### config.mk
export PLATFORM = sky130hd
export DESIGN_NAME = serial_program_entry
export DESIGN_NICKNAME = d
export VERILOG_FILES = /design/src/pin_sync.v /design/src/serial_program_entry.v
export VERILOG_INCLUDE_DIRS = /design/src /design/src/src
export SDC_FILE = /design/constraint.sdc
export NUM_CORES = 1
export LEC_CHECK = 0
export BUFFER_PORTS_ARGS = -buffer_cell sky130_fd_sc_hd__buf_2
export CAP_MARGIN = 10
export CORE_AREA = 2 2 101 103
export DETAILED_ROUTE_END_ITERATION = 6
export DIE_AREA = 0 0 103 105
export PLACE_DENSITY = 0.84
export SETUP_SLACK_MARGIN = 0.4
export SLEW_MARGIN = 40
export SYNTH_ARGS = -nofsm -noshare
export SYNTH_HDL_FRONTEND = slang
export SYNTH_SLANG_ARGS = --single-unit
### constraint.sdc
create_clock -name ref_clk_in -period 5.7 [get_ports ref_clk_in]
set_input_delay 0.285 -clock ref_clk_in [delete_from_list [all_inputs] [get_ports ref_clk_in]]
set_output_delay 0.285 -clock ref_clk_in [all_outputs]
set_load 0.01 [all_outputs]
### src/serial_program_entry_defs.vh
// constants for the serial programming entry block
`ifndef SERIAL_PROGRAM_ENTRY_DEFS_VH
`define SERIAL_PROGRAM_ENTRY_DEFS_VH
`define KEY_WIDTH        32
`define KEY_VALUE        32'h5a3c_9e61
`define KEY_COUNT_WIDTH  6
`define CMD_WIDTH        6
`define ADDR_WIDTH       16
`define WORD_WIDTH       14
`define ST_IDLE          3'h0
`define ST_KEY           3'h1
`define ST_SESSION       3'h2
`define CMD_LOAD_ADDR    6'h01
`define CMD_WRITE_WORD   6'h02
`define CMD_READ_WORD    6'h04
`define CMD_INC_ADDR     6'h06
`define SPACE_PROGRAM    2'h0
`define SPACE_EEPROM     2'h1
`define SPACE_USER_ID    2'h2
`define SPACE_CONFIG     2'h3
`define ADDR_EEPROM_BASE 16'hf000
`define ADDR_USER_ID     16'h8000
`define ADDR_CONFIG      16'h8007
`define LV_ENTRY_BIT     13
`endif

### src/pin_sync.v
// two flip-flop synchroniser for one pin level
`timescale 1ns/100ps
module pin_sync (
   input  wire ref_clk_in,
   input  wire rst_n_in,
   input  wire pin_in,
   output wire level_out
);
   reg stage_a;
   reg stage_b;
   always @(posedge ref_clk_in or negedge rst_n_in) begin
      if (!rst_n_in) begin
         stage_a <= 1'b0;
         stage_b <= 1'b0;
      end else begin
         stage_a <= pin_in;
         stage_b <= stage_a;
      end
   end
   assign level_out = stage_b;
endmodule

### src/serial_program_entry.v
// serial programming entry, session control and word transfer
`timescale 1ns/100ps
`include "serial_program_entry_defs.vh"
// Behaviour
// - clock, data low plus high voltage enters
// - key entry accepted only when enable bit set
// - enable bit cleared only in high-voltage session
// - key session lasts while master clear low
// - enable bit set forces master clear reset
// - clock is input, data is bidirectional
// - session writes program, eeprom, ids, config
module serial_program_entry (
   input  wire                     ref_clk_in,
   input  wire                     resetn_in,
   input  wire                     prog_clock_pin_in,
   input  wire                     prog_data_pin_in,
   output reg                      prog_data_pin_out,
   output reg                      prog_data_pin_oe_out,
   input  wire                     master_clear_pin_in,
   input  wire                     high_entry_voltage_in,
   input  wire                     low_voltage_entry_enable_in,
   input  wire                     mclr_reset_config_in,
   output wire                     mclr_reset_enable_out,
   output wire                     device_reset_out,
   output reg                      session_active_out,
   output reg                      session_high_voltage_out,
   output reg                      mem_write_out,
   output reg  [1:0]               mem_space_out,
   output reg  [`ADDR_WIDTH-1:0]   mem_addr_out,
   output reg  [`WORD_WIDTH-1:0]   mem_wdata_out,
   output reg                      mem_read_out,
   input  wire [`WORD_WIDTH-1:0]   mem_rdata_in
);
   reg  rst_a;
   reg  rst_n;
   always @(posedge ref_clk_in or negedge resetn_in) begin
      if (!resetn_in) begin
         rst_a <= 1'b0;
         rst_n <= 1'b0;
      end else begin
         rst_a <= 1'b1;
         rst_n <= rst_a;
      end
   end

   wire clk_s;
   wire dat_s;
   wire mclr_s;
   wire hv_s;
   // pins come from the programmer's domain
   pin_sync u_sync_clk  (.ref_clk_in(ref_clk_in), .rst_n_in(rst_n), .pin_in(prog_clock_pin_in),
                         .level_out(clk_s));
   pin_sync u_sync_dat  (.ref_clk_in(ref_clk_in), .rst_n_in(rst_n), .pin_in(prog_data_pin_in),
                         .level_out(dat_s));
   pin_sync u_sync_mclr (.ref_clk_in(ref_clk_in), .rst_n_in(rst_n), .pin_in(master_clear_pin_in),
                         .level_out(mclr_s));
   pin_sync u_sync_hv   (.ref_clk_in(ref_clk_in), .rst_n_in(rst_n), .pin_in(high_entry_voltage_in),
                         .level_out(hv_s));

   reg  clk_d;
   always @(posedge ref_clk_in or negedge rst_n) begin
      if (!rst_n)
         clk_d <= 1'b0;
      else
         clk_d <= clk_s;
   end
   wire clk_rise = clk_s & ~clk_d;
   wire clk_fall = ~clk_s & clk_d;

   // live enable bit: the stored fuse, cleared by a high-voltage config write
   reg  lv_cleared;
   wire lv_enable = low_voltage_entry_enable_in & ~lv_cleared;
   assign mclr_reset_enable_out = lv_enable | mclr_reset_config_in;
   assign device_reset_out = (mclr_reset_enable_out & ~mclr_s) | session_active_out;

   function [1:0] space_of;
      input [`ADDR_WIDTH-1:0] a;
      begin
         if (a >= `ADDR_EEPROM_BASE)
            space_of = `SPACE_EEPROM;
         else if (a == `ADDR_CONFIG || a == `ADDR_CONFIG + 16'h0001)
            space_of = `SPACE_CONFIG;
         else if (a >= `ADDR_USER_ID && a < `ADDR_CONFIG)
            space_of = `SPACE_USER_ID;
         else
            space_of = `SPACE_PROGRAM;
      end
   endfunction

   reg  [2:0]                  state;
   reg  [`KEY_WIDTH-1:0]       shift;
   reg  [`KEY_COUNT_WIDTH-1:0] bit_cnt;
   reg  [`CMD_WIDTH-1:0]       cmd;
   reg                         in_payload;
   reg  [`WORD_WIDTH-1:0]      out_word;
   reg                         mclr_d;
   wire [`KEY_WIDTH-1:0]       shifted = {shift[`KEY_WIDTH-2:0], dat_s};

   always @(posedge ref_clk_in or negedge rst_n) begin
      if (!rst_n) begin
         state                    <= `ST_IDLE;
         shift                    <= 32'h0000_0000;
         bit_cnt                  <= 6'h00;
         cmd                      <= 6'h00;
         in_payload               <= 1'b0;
         out_word                 <= 14'h0000;
         mclr_d                   <= 1'b0;   // same level as the synchroniser in reset, so no false fall
         lv_cleared               <= 1'b0;
         session_active_out       <= 1'b0;
         session_high_voltage_out <= 1'b0;
         mem_write_out            <= 1'b0;
         mem_read_out             <= 1'b0;
         mem_space_out            <= 2'h0;
         mem_addr_out             <= 16'h0000;
         mem_wdata_out            <= 14'h0000;
         prog_data_pin_out        <= 1'b0;
         prog_data_pin_oe_out     <= 1'b0;
      end else begin
         mclr_d        <= mclr_s;
         mem_write_out <= 1'b0;
         mem_read_out  <= 1'b0;
         case (state)
            `ST_IDLE: begin
               bit_cnt <= 6'h00;
               shift   <= 32'h0000_0000;
               if (hv_s && !clk_s && !dat_s) begin
                  state                    <= `ST_SESSION;
                  session_active_out       <= 1'b1;
                  session_high_voltage_out <= 1'b1;
                  mem_addr_out             <= 16'h0000;
               end else if (lv_enable && !mclr_s && mclr_d) begin
                  state <= `ST_KEY;
               end
            end
            `ST_KEY: begin
               if (mclr_s || !lv_enable || hv_s) begin
                  state <= `ST_IDLE;
               end else if (clk_fall) begin
                  shift   <= shifted;
                  bit_cnt <= bit_cnt + 6'h01;
                  if (bit_cnt == `KEY_WIDTH - 1) begin
                     // a wrong key returns to idle; a fresh fall of master clear retries
                     if (shifted == `KEY_VALUE) begin
                        state                    <= `ST_SESSION;
                        session_active_out       <= 1'b1;
                        session_high_voltage_out <= 1'b0;
                        mem_addr_out             <= 16'h0000;
                     end else begin
                        state <= `ST_IDLE;
                     end
                     bit_cnt <= 6'h00;
                  end
               end
            end
            `ST_SESSION: begin
               if (session_high_voltage_out ? !hv_s : mclr_s) begin
                  state                    <= `ST_IDLE;
                  session_active_out       <= 1'b0;
                  session_high_voltage_out <= 1'b0;
                  prog_data_pin_oe_out     <= 1'b0;
                  in_payload               <= 1'b0;
                  bit_cnt                  <= 6'h00;
               end else if (!in_payload && clk_fall) begin
                  shift   <= shifted;
                  bit_cnt <= bit_cnt + 6'h01;
                  if (bit_cnt == `CMD_WIDTH - 1) begin
                     cmd     <= shifted[`CMD_WIDTH-1:0];
                     bit_cnt <= 6'h00;
                     case (shifted[`CMD_WIDTH-1:0])
                        `CMD_INC_ADDR:
                           mem_addr_out <= mem_addr_out + 16'h0001;
                        `CMD_LOAD_ADDR, `CMD_WRITE_WORD:
                           in_payload <= 1'b1;
                        `CMD_READ_WORD: begin
                           in_payload    <= 1'b1;
                           mem_read_out  <= 1'b1;
                           mem_space_out <= space_of(mem_addr_out);
                        end
                        default:
                           in_payload <= 1'b0;
                     endcase
                  end
               end else if (in_payload && cmd == `CMD_READ_WORD) begin
                  // device drives data on rising edges so the programmer samples on falling
                  if (bit_cnt == 6'h00 && !prog_data_pin_oe_out)
                     out_word <= mem_rdata_in;
                  if (clk_rise) begin
                     prog_data_pin_oe_out <= 1'b1;
                     prog_data_pin_out    <= out_word[0];
                     out_word             <= {1'b0, out_word[`WORD_WIDTH-1:1]};
                  end
                  if (clk_fall) begin
                     bit_cnt <= bit_cnt + 6'h01;
                     if (bit_cnt == `WORD_WIDTH - 1) begin
                        in_payload           <= 1'b0;
                        bit_cnt              <= 6'h00;
                        prog_data_pin_oe_out <= 1'b0;
                     end
                  end
               end else if (in_payload && clk_fall) begin
                  // payload arrives least significant bit first
                  shift   <= {dat_s, shift[`KEY_WIDTH-1:1]};
                  bit_cnt <= bit_cnt + 6'h01;
                  if (bit_cnt == 6'h0f) begin
                     in_payload <= 1'b0;
                     bit_cnt    <= 6'h00;
                     if (cmd == `CMD_LOAD_ADDR) begin
                        mem_addr_out <= {dat_s, shift[`KEY_WIDTH-1:`KEY_WIDTH-15]};
                     end else begin
                        mem_write_out <= 1'b1;
                        mem_space_out <= space_of(mem_addr_out);
                        mem_wdata_out <= shift[`KEY_WIDTH-2:`KEY_WIDTH-15];
                        if (space_of(mem_addr_out) == `SPACE_CONFIG && mem_addr_out == `ADDR_CONFIG &&
                            !shift[`KEY_WIDTH-15+`LV_ENTRY_BIT]) begin
                           if (session_high_voltage_out)
                              lv_cleared <= 1'b1;
                           else
                              mem_wdata_out[`LV_ENTRY_BIT] <= 1'b1;
                        end
                     end
                  end
               end
            end
            default:
               state <= `ST_IDLE;
         endcase
      end
   end
endmodule

# After elaboration in Yosys (flattened, before gate mapping)
# Index checks and enable logic that the tools add are counted.
dict set report word_totals {
  regBits 113
  output_inout_bits 40
  in_bits 22
}
dict set report classes {
  reduce_logical 45
  order_cmp 3
  n_mux 98
  add_sub_neg 2
  bitwise_logic 14
  n_eq_ne 43
}
# op n
set op_table {}
lappend op_table {{2-to-1 mux 16 bit} 13}
lappend op_table {{2-to-1 mux 32 bit} 6}
lappend op_table {{case mux 32 bit (3 select lines)} 1}
lappend op_table {{2-to-1 mux 6 bit} 11}
lappend op_table {{case mux 16 bit (3 select lines)} 1}
lappend op_table {{2-to-1 mux 1 bit} 39}
lappend op_table {{equality test 16 bit, second input constant} 2}
lappend op_table {{equality test 32 x 31 -> 1 bit, second input constant} 1}
lappend op_table {{>= comparator 16 bit, second input constant} 2}
lappend op_table {{2-to-1 mux 14 bit} 2}
lappend op_table {{2-to-1 mux 2 bit} 14}
lappend op_table {{!= test 3 bit, second input constant} 9}
lappend op_table {{equality test 6 x 3 -> 1 bit, second input constant} 4}
lappend op_table {{AND reduction 7 bit} 3}
lappend op_table {{!= test 2 bit, second input constant} 10}
lappend op_table {{2-to-1 mux 3 bit} 6}
lappend op_table {{case mux 6 bit (3 select lines)} 1}
lappend op_table {{adder 16 x 1 -> 16 bit, second input constant} 1}
lappend op_table {{less-than comparator 16 bit, second input constant} 1}
lappend op_table {{AND reduction 5 bit} 3}
lappend op_table {{AND reduction 13 bit} 1}
lappend op_table {{equality test 6 x 1 -> 1 bit, second input constant} 2}
lappend op_table {{equality test 6 x 4 -> 1 bit, second input constant} 2}
lappend op_table {{logical AND 1 bit} 11}
lappend op_table {{other kinds (30)} 59}

# Logic depth before layout (Yosys ltp)
# Gate-level depths: netlist of the first run.
dict set report depth {
  depth_word 16
  mapped_depth 9
}

# Modules after synthesis
# From an unflattened synthesis of the first run, not the netlist that was laid out.
dict set report hier_totals {
  hier_cells 618
  hier_area_um2 5890.6
}
# mod cells_each seq_area_each_um2 area_each_um2 instances
set modules_own_cells {}
lappend modules_own_cells {serial_program_entry 610 2602.5 5690.5 1}
lappend modules_own_cells {pin_sync 2 50.0 50.0 4}

# Worst setup path before layout of the first run
# OpenSTA, ideal clock, no wires.
dict set report synth_timing {
  kind {flip-flop to flip-flop}
  startpoint {reg state[0]}
  endpoint {reg mem_wdata_out[0]}
  t_required_ns 5.575
  setup_time_ns 0.125
  path_slack_ns 3.501
  n_path_buf 2
  arrival_ns 2.074
  stages_incl_launch_ff 8
  path_cell_list {dfrtp_1 -> inv_1 -> ha_1 -> clkbuf_1 -> o21ai_2 -> nor4_4 -> buf_2 -> mux2_2}
}
dict set report synth_between {
  elab_chain_len 2
}
# item line_no
set synth_rtl {}
lappend synth_rtl {{from (decl)} serial_program_entry.v:90} ;# reg [2:0] state;
lappend synth_rtl {{from (signal assigned)} serial_program_entry.v:101} ;# state <= `ST_IDLE;
lappend synth_rtl {{from (signal assigned)} serial_program_entry.v:127} ;# state <= `ST_SESSION;
lappend synth_rtl {{from (signal assigned)} serial_program_entry.v:132} ;# state <= `ST_KEY;
lappend synth_rtl {{equality test 3 x 2 -> 1 bit} serial_program_entry.v:122} ;# case (state)
lappend synth_rtl {{AND reduction 7 bit (no source line)} -}
lappend synth_rtl {{to (signal assigned)} serial_program_entry.v:212} ;# mem_wdata_out <= shift[`KEY_WIDTH-2:`KEY_WIDTH-15];
lappend synth_rtl {{to (decl)} serial_program_entry.v:30} ;# output reg [`WORD_WIDTH-1:0] mem_wdata_out,
# Every way passes these cells.
# A chain may end at the register's enable or synchronous reset.

# Final worst setup path of the first run
dict set report layout_timing {
  startpoint {reg state[1]}
  endpoint {reg shift[5]}
}
dict set report layout_between {
  elab_chain_len 3
}
# item line_no
set layout_rtl {}
lappend layout_rtl {{equality test 3 x 2 -> 1 bit, or another cell as far along} serial_program_entry.v:122}
lappend layout_rtl {{!= test 3 bit (no source line), or another cell as far along} -}
lappend layout_rtl {{AND reduction 6 bit (no source line)} -}
lappend layout_rtl {{to (signal assigned)} serial_program_entry.v:139} ;# shift <= shifted;
lappend layout_rtl {{to (signal assigned)} serial_program_entry.v:164} ;# shift <= shifted;
lappend layout_rtl {{to (signal assigned)} serial_program_entry.v:202} ;# shift <= {dat_s, shift[`KEY_WIDTH-1:1]};
lappend layout_rtl {{to (decl)} serial_program_entry.v:91} ;# reg [`KEY_WIDTH-1:0] shift;
# Several ways; a longest one is shown, not always the timed one.

==> reports/qor.yml, run 1 <==
finish:
  area_growth_pct: 10.2
  final_nets: 693
  drive_gt1_frac: 0.187
  stdcell_count: 800
  diodes: 0
logic_synthesis:
  ys_seq_elements: 112
  async_reset_ff_frac: 1.00
  syn_inst: 621
  synth.yosys.seq_area_share: 0.464
  ys_types: 71
  syn_avg_cell_area_um2: 9.74
  yosysWarnings: 0
  synth_area_leaders: "dfrtp_1 46%, nand2_1 4.5%, mux2_2 4.5%, mux2i_1 4.3%, o21ai_0 3.6%"
  synth_nets: 652
  syn-cell-area_mm2: 0.00605
  synth.top_cell.area_share: 0.464
  yosysTopAreaCell: "dfrtp_1"
  yosys_most_used_dff: "dfrtp_1"
  synth-edff-count: 0
clocking:
  clkSlewWorstSetupHoldPaths_ps: 110
  clock_path_buffers: 2
  postCtsSetupRepairBufs: 0
  cts-root-buf: "clkbuf_8"
  clock-sinks: 112
  cts_made_buffers: 9
  h-tree-depth: 3
  clk_latency_ps: 380
  cts_tree: "yes"
  cts.hold.buffers_added: 4
  cts_resized: 0
routing:
  routedWlPerCell_um: 17.7
  initialDrtViolationCount: 475
  viasPerCell: 6.29
  routed_wl_mm: 14.2
  postRouteAntennaNets: 0
  post-route-drc-count: 0
  drt_first_pass_iters: 5
  vias: 5034
power:
  p_leak_uw: 0.00292
  p_per_area_mw_per_mm2: 361
  p_int_uw: 1370
  clockPowerShare: 0.205
  p_sw_uw: 1030
  seqPwrFrac: 0.420
  p_sw_frac: 0.430
  p_comb_frac: 0.375
  vdd_drop_max_v: 0.000258
floorplanning:
  dieWidth_um: 103
  die_height_um: 105
  core_mm2: 0.00964
  rows: 36
  start_util: 0.627
  dieArea_mm2: 0.0108
  io_pins: 62
sta:
  fin_ws_ps: 2710
  final.setup_skew_ps: 12.2
  min_period_ps: 2990
  hold_viol_final: 0
  slew_headroom: 0.458
  tns_ps: 0
  drv_slew: 0
  setup_viol: 0
  rsz0062_at_grt: "false"
  min_period_over_period: 0.525
  max_freq_mhz: 334
  worstMarginPinSlew_ps: 813
setup_path:
  worstSetupStartpointType: "register"
  path_class: "register to register"
  critPathMaxFanout: 45
  required_ps: 5980
  path_common_cell: "nor2_1"
  end_kind: "register"
  crit_chain: "inv_1 > ha_1 > nor2_1 > a31oi_1 > a21o_1 > buf_4 > nor2_1 > a22o_1"
  worstPathArrival_ps: 3270
  cpMaxStageDelayCell: "ha_1"
  max_stage_delay_ps: 690
grt:
  track_usage: 0.272
  antenna_found_initial: 0
  grt_pass1_wl_mm: 23.5
  grt_overflow_total: 0
  grt_max_degree: 80
  grt_pass1_vias: 4722
placement:
  hpwlAfterDp_mm: 9.51
  routabilityCongestion: 0.931
  port_buffers: 61
  pre_cts_ws_ps: 2800
  placed_cells: 779
hold_path:
  hold_class: "input port to register"
status:
  outcome: "completed"
run:
  drv_cap: 0
## routing by layer
metal,GRT usage,share of wire
met1,0.387,0.44
met5,0,0
met3,0.0589,0.063
met4,0.0780,0.016
met2,0.421,0.48
## metrics by stage
stage | power (uW) | cell area [um2] | util | hold slack [ps]
global route | 2550 | 6660 | 0.691 | 193
global placement | 1850 | 6380 | 0.662 | 70.0
CTS | 2390 | 6640 | 0.689 | 0.187
finish | 2400 | 6660 | 0.691 | 196
floorplan | 1670 | 6050 | - | -10.6
detailed placement | 1900 | 6400 | 0.664 | 72.6
## power groups by stage
stage	combinational, uW	sequential [uW]	clock [uW]
after global routing	994	1020	536
final	901	1010	493
after floorplan	665	1000	0
after CTS	883	1000	501
after global placement	842	1010	0
after detailed placement	878	1020	0
## registers in the layout, indices dropped and copies added (netlist names), 2 cells and up
signal / cells
mem_addr_out: 16
mem_wdata_out: 14
out_word: 14
cmd: 6
mem_space_out: 2
bit_cnt: 6
state: 2
shift: 32
## cell type report
cell class / count / area [um2]
repair buffers: 72 / 404
clock inverters: 6 / 76.3
inverters: 15 / 56.3
flip-flops and latches: 112 / 2810
multi-input cells: 452 / 3030
fillers: 746 / 2980
clock buffers: 10 / 128
well taps: 133 / 166
## layout by cell type (no fill, tap or decap), drive strengths merged, types with 3 or more instances in the layout
master,count
a21boi,3
a21o,6
a21oi,30
a22o,19
a22oi,19
a2bb2oi,7
a31oi,8
and2,3
and3,6
and4,6
buf,67
clkbuf,10
dfrtp,112
dlygate4sd3,5
ha,9
inv,18
mux2,25
mux2i,26
nand2,73
nand2b,5
nand3,18
nand3b,3
nand4,5
nor2,55
nor2b,4
nor3,8
nor3b,4
nor4,5
nor4b,6
nor4bb,4
o211ai,8
o21ai,45
o221ai,4
o31ai,3
or3,3
xnor2,4
## cells in the mapped netlist, types with 3 or more instances
cell type,count
dfrtp_1,112
nand2_1,73
nor2_1,55
o21ai_0,43
a21oi_1,29
mux2i_1,26
mux2_2,24
clkbuf_1,23
a22o_1,19
a22oi_1,19
nand3_1,18
inv_1,15
buf_2,11
ha_1,9
a31oi_1,8
a2bb2oi_1,7
o211ai_1,7
a21o_1,6
and3_1,6
and4_1,6
buf_1,5
nand2b_1,5
nand4_1,5
nor3_1,5
nor2b_1,4
nor3b_1,4
nor4b_1,4
nor4bb_1,4
o221ai_1,4
xnor2_1,4
and2_1,3
nand3b_1,3
nor3_2,3
nor4_1,3
o31ai_1,3
or3_1,3
## worst max-delay path: cells and delay by family, from the launching register on
family                     cells  cell delay [ps]
AOI/OAI and AO/OA              3              970
buffers and inverters          2              570
DFF                            1              430
and+or+nand+nor                2              210
adders and majority gates      1              690
## cells by family (layout without fill, tap and decap cells)
group           Yosys count  count (layout)  synth area share
mux                      51              51            0.0896
compound gates          167             167             0.189
other cells               1               1          0.000620
xor+xnor                  6               6           0.00869
simple gates            218             218             0.189
fa+ha+maj                 9               9            0.0186
buf+inv                  57             103            0.0404
flops                   112             112             0.464
## final timing paths
check	start	endpoint	slack (ps)	cells past startpoint
min reg2reg	rst_n	u_sync_mclr.stage_a	270	0
min	mem_rdata_in[12]	out_word[12]	200	3
max in group asynchronous	rst_n	mem_addr_out[5]	4390	1
min in group asynchronous	resetn_in	rst_n	210	2
max reg2reg	state[1]	shift[5]	2710	8
max	state[1]	shift[5]	2710	8
No activity file was read; power rests on OpenSTA's default activity.
==> run 2: changes to the inputs <==
- CORE_AREA: 2 2 101 103 -> 2 2 105 107
- DIE_AREA: 0 0 103 105 -> 0 0 107 109
- PLACE_DENSITY: 0.84 -> 0.78
- clock period: 5.7 -> 2.83 ns (I/O delays scaled with it)
==> reports/qor.yml, run 2 (same netlist as run 1, synthesis figures left out) <==
status:
  outcome: "completed"
finish:
  final_nets: 707  # +2.0%
  mostFrequentLayoutCells: "111 x dfrtp_1, 73 x nand2_1, 61 x buf_2, 54 x nor2_1, 43 x o21ai_0"
  fillCellCount: 863  # +16%
  stdcell_count: 821  # +2.6%
  area_growth_pct: 12.9
  diodes: 0  # unchanged
  drive_gt1_frac: 0.211  # +0.0240
  reg_top3: "shift: 32 flops, mem_addr_out: 16 flops"
  layout_commonest_cell: "dfrtp_1"
  largest_register_ffs: 32  # unchanged
  design_area_mm2: 0.00682  # +2.4%
  largest_register: "shift"
  utilization: 0.643  # -0.0477
routing:
  post-route-drc-count: 0  # unchanged
  routedWlPerCell_um: 17.7  # -0.24%
  routed_wl_mm: 14.5  # +2.4%
  drt_first_pass_iters: 5  # unchanged
  postRouteAntennaNets: 0  # unchanged
  viasPerCell: 6.12  # -2.8%
  initialDrtViolationCount: 460  # -3.2%
  vias: 5023  # -0.22%
floorplanning:
  rows: 38  # +5.6%
  core_mm2: 0.0106  # +10%
  die_height_um: 109  # +3.8%
  dieArea_mm2: 0.0117  # +7.8%
  start_util: 0.570  # -0.0570
  io_pins: 62  # unchanged
  dieWidth_um: 107  # +3.9%
run:
  drv_cap: 0  # unchanged
grt:
  grt_pass1_wl_mm: 24.6  # +4.5%
  grt_max_degree: 65  # -19%
  track_usage: 0.264  # -0.00830
  grt_overflow_total: 0  # unchanged
  grt_pass1_vias: 4884  # +3.4%
  antenna_found_initial: 0  # unchanged
clocking:
  clk_latency_ps: 380  # about the same
  h-tree-depth: 3  # unchanged
  clock_path_buffers: 2  # unchanged
  cts_made_buffers: 9  # unchanged
  clock-sinks: 112  # unchanged
  cts-root-buf: "clkbuf_8"
  cts_tree: "yes"
  clkSlewWorstSetupHoldPaths_ps: 110  # about the same
hold_path:
  hold_class: "input port to register"
power:
  vdd_drop_max_v: 0.000523  # +100%
  seqPwrFrac: 0.414  # -0.006
  p_comb_frac: 0.402  # +0.027
  p_leak_uw: 0.00299  # +2.5%
  p_sw_frac: 0.433  # +0.00286
  power_uw: 4910  # +100%
  p_int_uw: 2780  # +100%
  p_sw_uw: 2130  # +110%
  p_per_area_mw_per_mm2: 719  # +99%
  clockPowerShare: 0.185  # -0.020
setup_path:
  path_class: "register to register"
  critPathMaxFanout: 13  # -71%
  worstPathArrival_ps: 2600  # -670 ps
  required_ps: 3090  # -2890 ps
  worstSetupStartpointType: "register"
  end_kind: "register"
sta:
  tns_ps: 0  # unchanged
  min_period_ps: 2340  # -650 ps
  worstMarginPinSlew_ps: 669  # -144 ps
  drv_slew: 0  # unchanged
  final.setup_skew_ps: 14.1  # +1.86 ps
  setup_viol: 0  # unchanged
  slew_headroom: 0.554  # +0.0957
  max_freq_mhz: 427  # +28%
  min_period_over_period: 0.827  # +0.303
  hold_viol_final: 0  # unchanged
  rsz0062_at_grt: "true"
placement:
  placed_cells: 798  # +2.4%
  port_buffers: 61  # unchanged
  placed_cell_area_mm2: 0.00651  # +1.8%
  routabilityCongestion: 0.923  # -0.86%
  hpwlAfterDp_mm: 9.98  # +5.0%
-- run 2: power by group through the flow --
stage	registers [uW]	logic, uW	clock network (uW)
after global routing	2060	2180	987
after global placement	2040	1810	0
after CTS	2020	1920	930
after detailed placement	2050	1870	0
final	2030	1970	905
after floorplan	2020	1340	0
-- run 2: layout make-up --
class	instances	area, um2	area share
clock buffers	11	141	0.0207
clock inverters	5	38.8	0.00568
inverters	15	56.3	0.00825
multi-input cells	453	3080	0.452
flip-flops and latches	112	2810	0.411
well taps	140	175	0.0257
repair buffers	85	523	0.0767
-- run 2: path summary, 6_finish.rpt --
kind	start	endpoint	slack (ps)	depth (start not counted)
setup reg to reg	bit_cnt[5]	mem_wdata_out[0]	490	6
hold / removal	mem_rdata_in[4]	out_word[4]	60	3
min in group asynchronous	resetn_in	rst_n	70	2
max in group asynchronous	rst_n	shift[15]	1740	1
setup / recovery	bit_cnt[5]	mem_wdata_out[0]	490	6
hold reg to reg	rst_n	shift[14]	310	0
-- run 2: stage by stage --
step | setup slack (ps) | hold WS, ps
2_1_floorplan | 631 | -154
3_3_place_gp | 381 | -73.9
3_5_place_dp | 250 | -66.9
4_1_cts | 393 | 39.2
5_1_grt | 373 | 58.3
6_report | 489 | 55.4
-- run 2: routing by layer --
layer,share of wire,vias up,global-route usage
li1,-,2375,-
met1,0.45,2457,0.377
met2,0.47,170,0.414
met3,0.061,21,0.0353
met4,0.018,0,0.100
met5,0,-,0
-- run 2: what timing repair did --
action                                  in CTS  in global routing
resized for setup                            4                  7
hold buffers                                 5                  0
hold endpoints to repair                     6                  0
buffers inserted                             0                  1
endpoints found under the setup margin      16                 19
cloned                                       0                  1
pin swaps                                    0                  4
-- run 2: critical path: stages (launching register included) --
cell     delay [ps]
dfrtp_1         470
nor3b_1         310
and3_1          250
nand3_1         230
nor4_4          420
buf_12          210
mux2_2          330
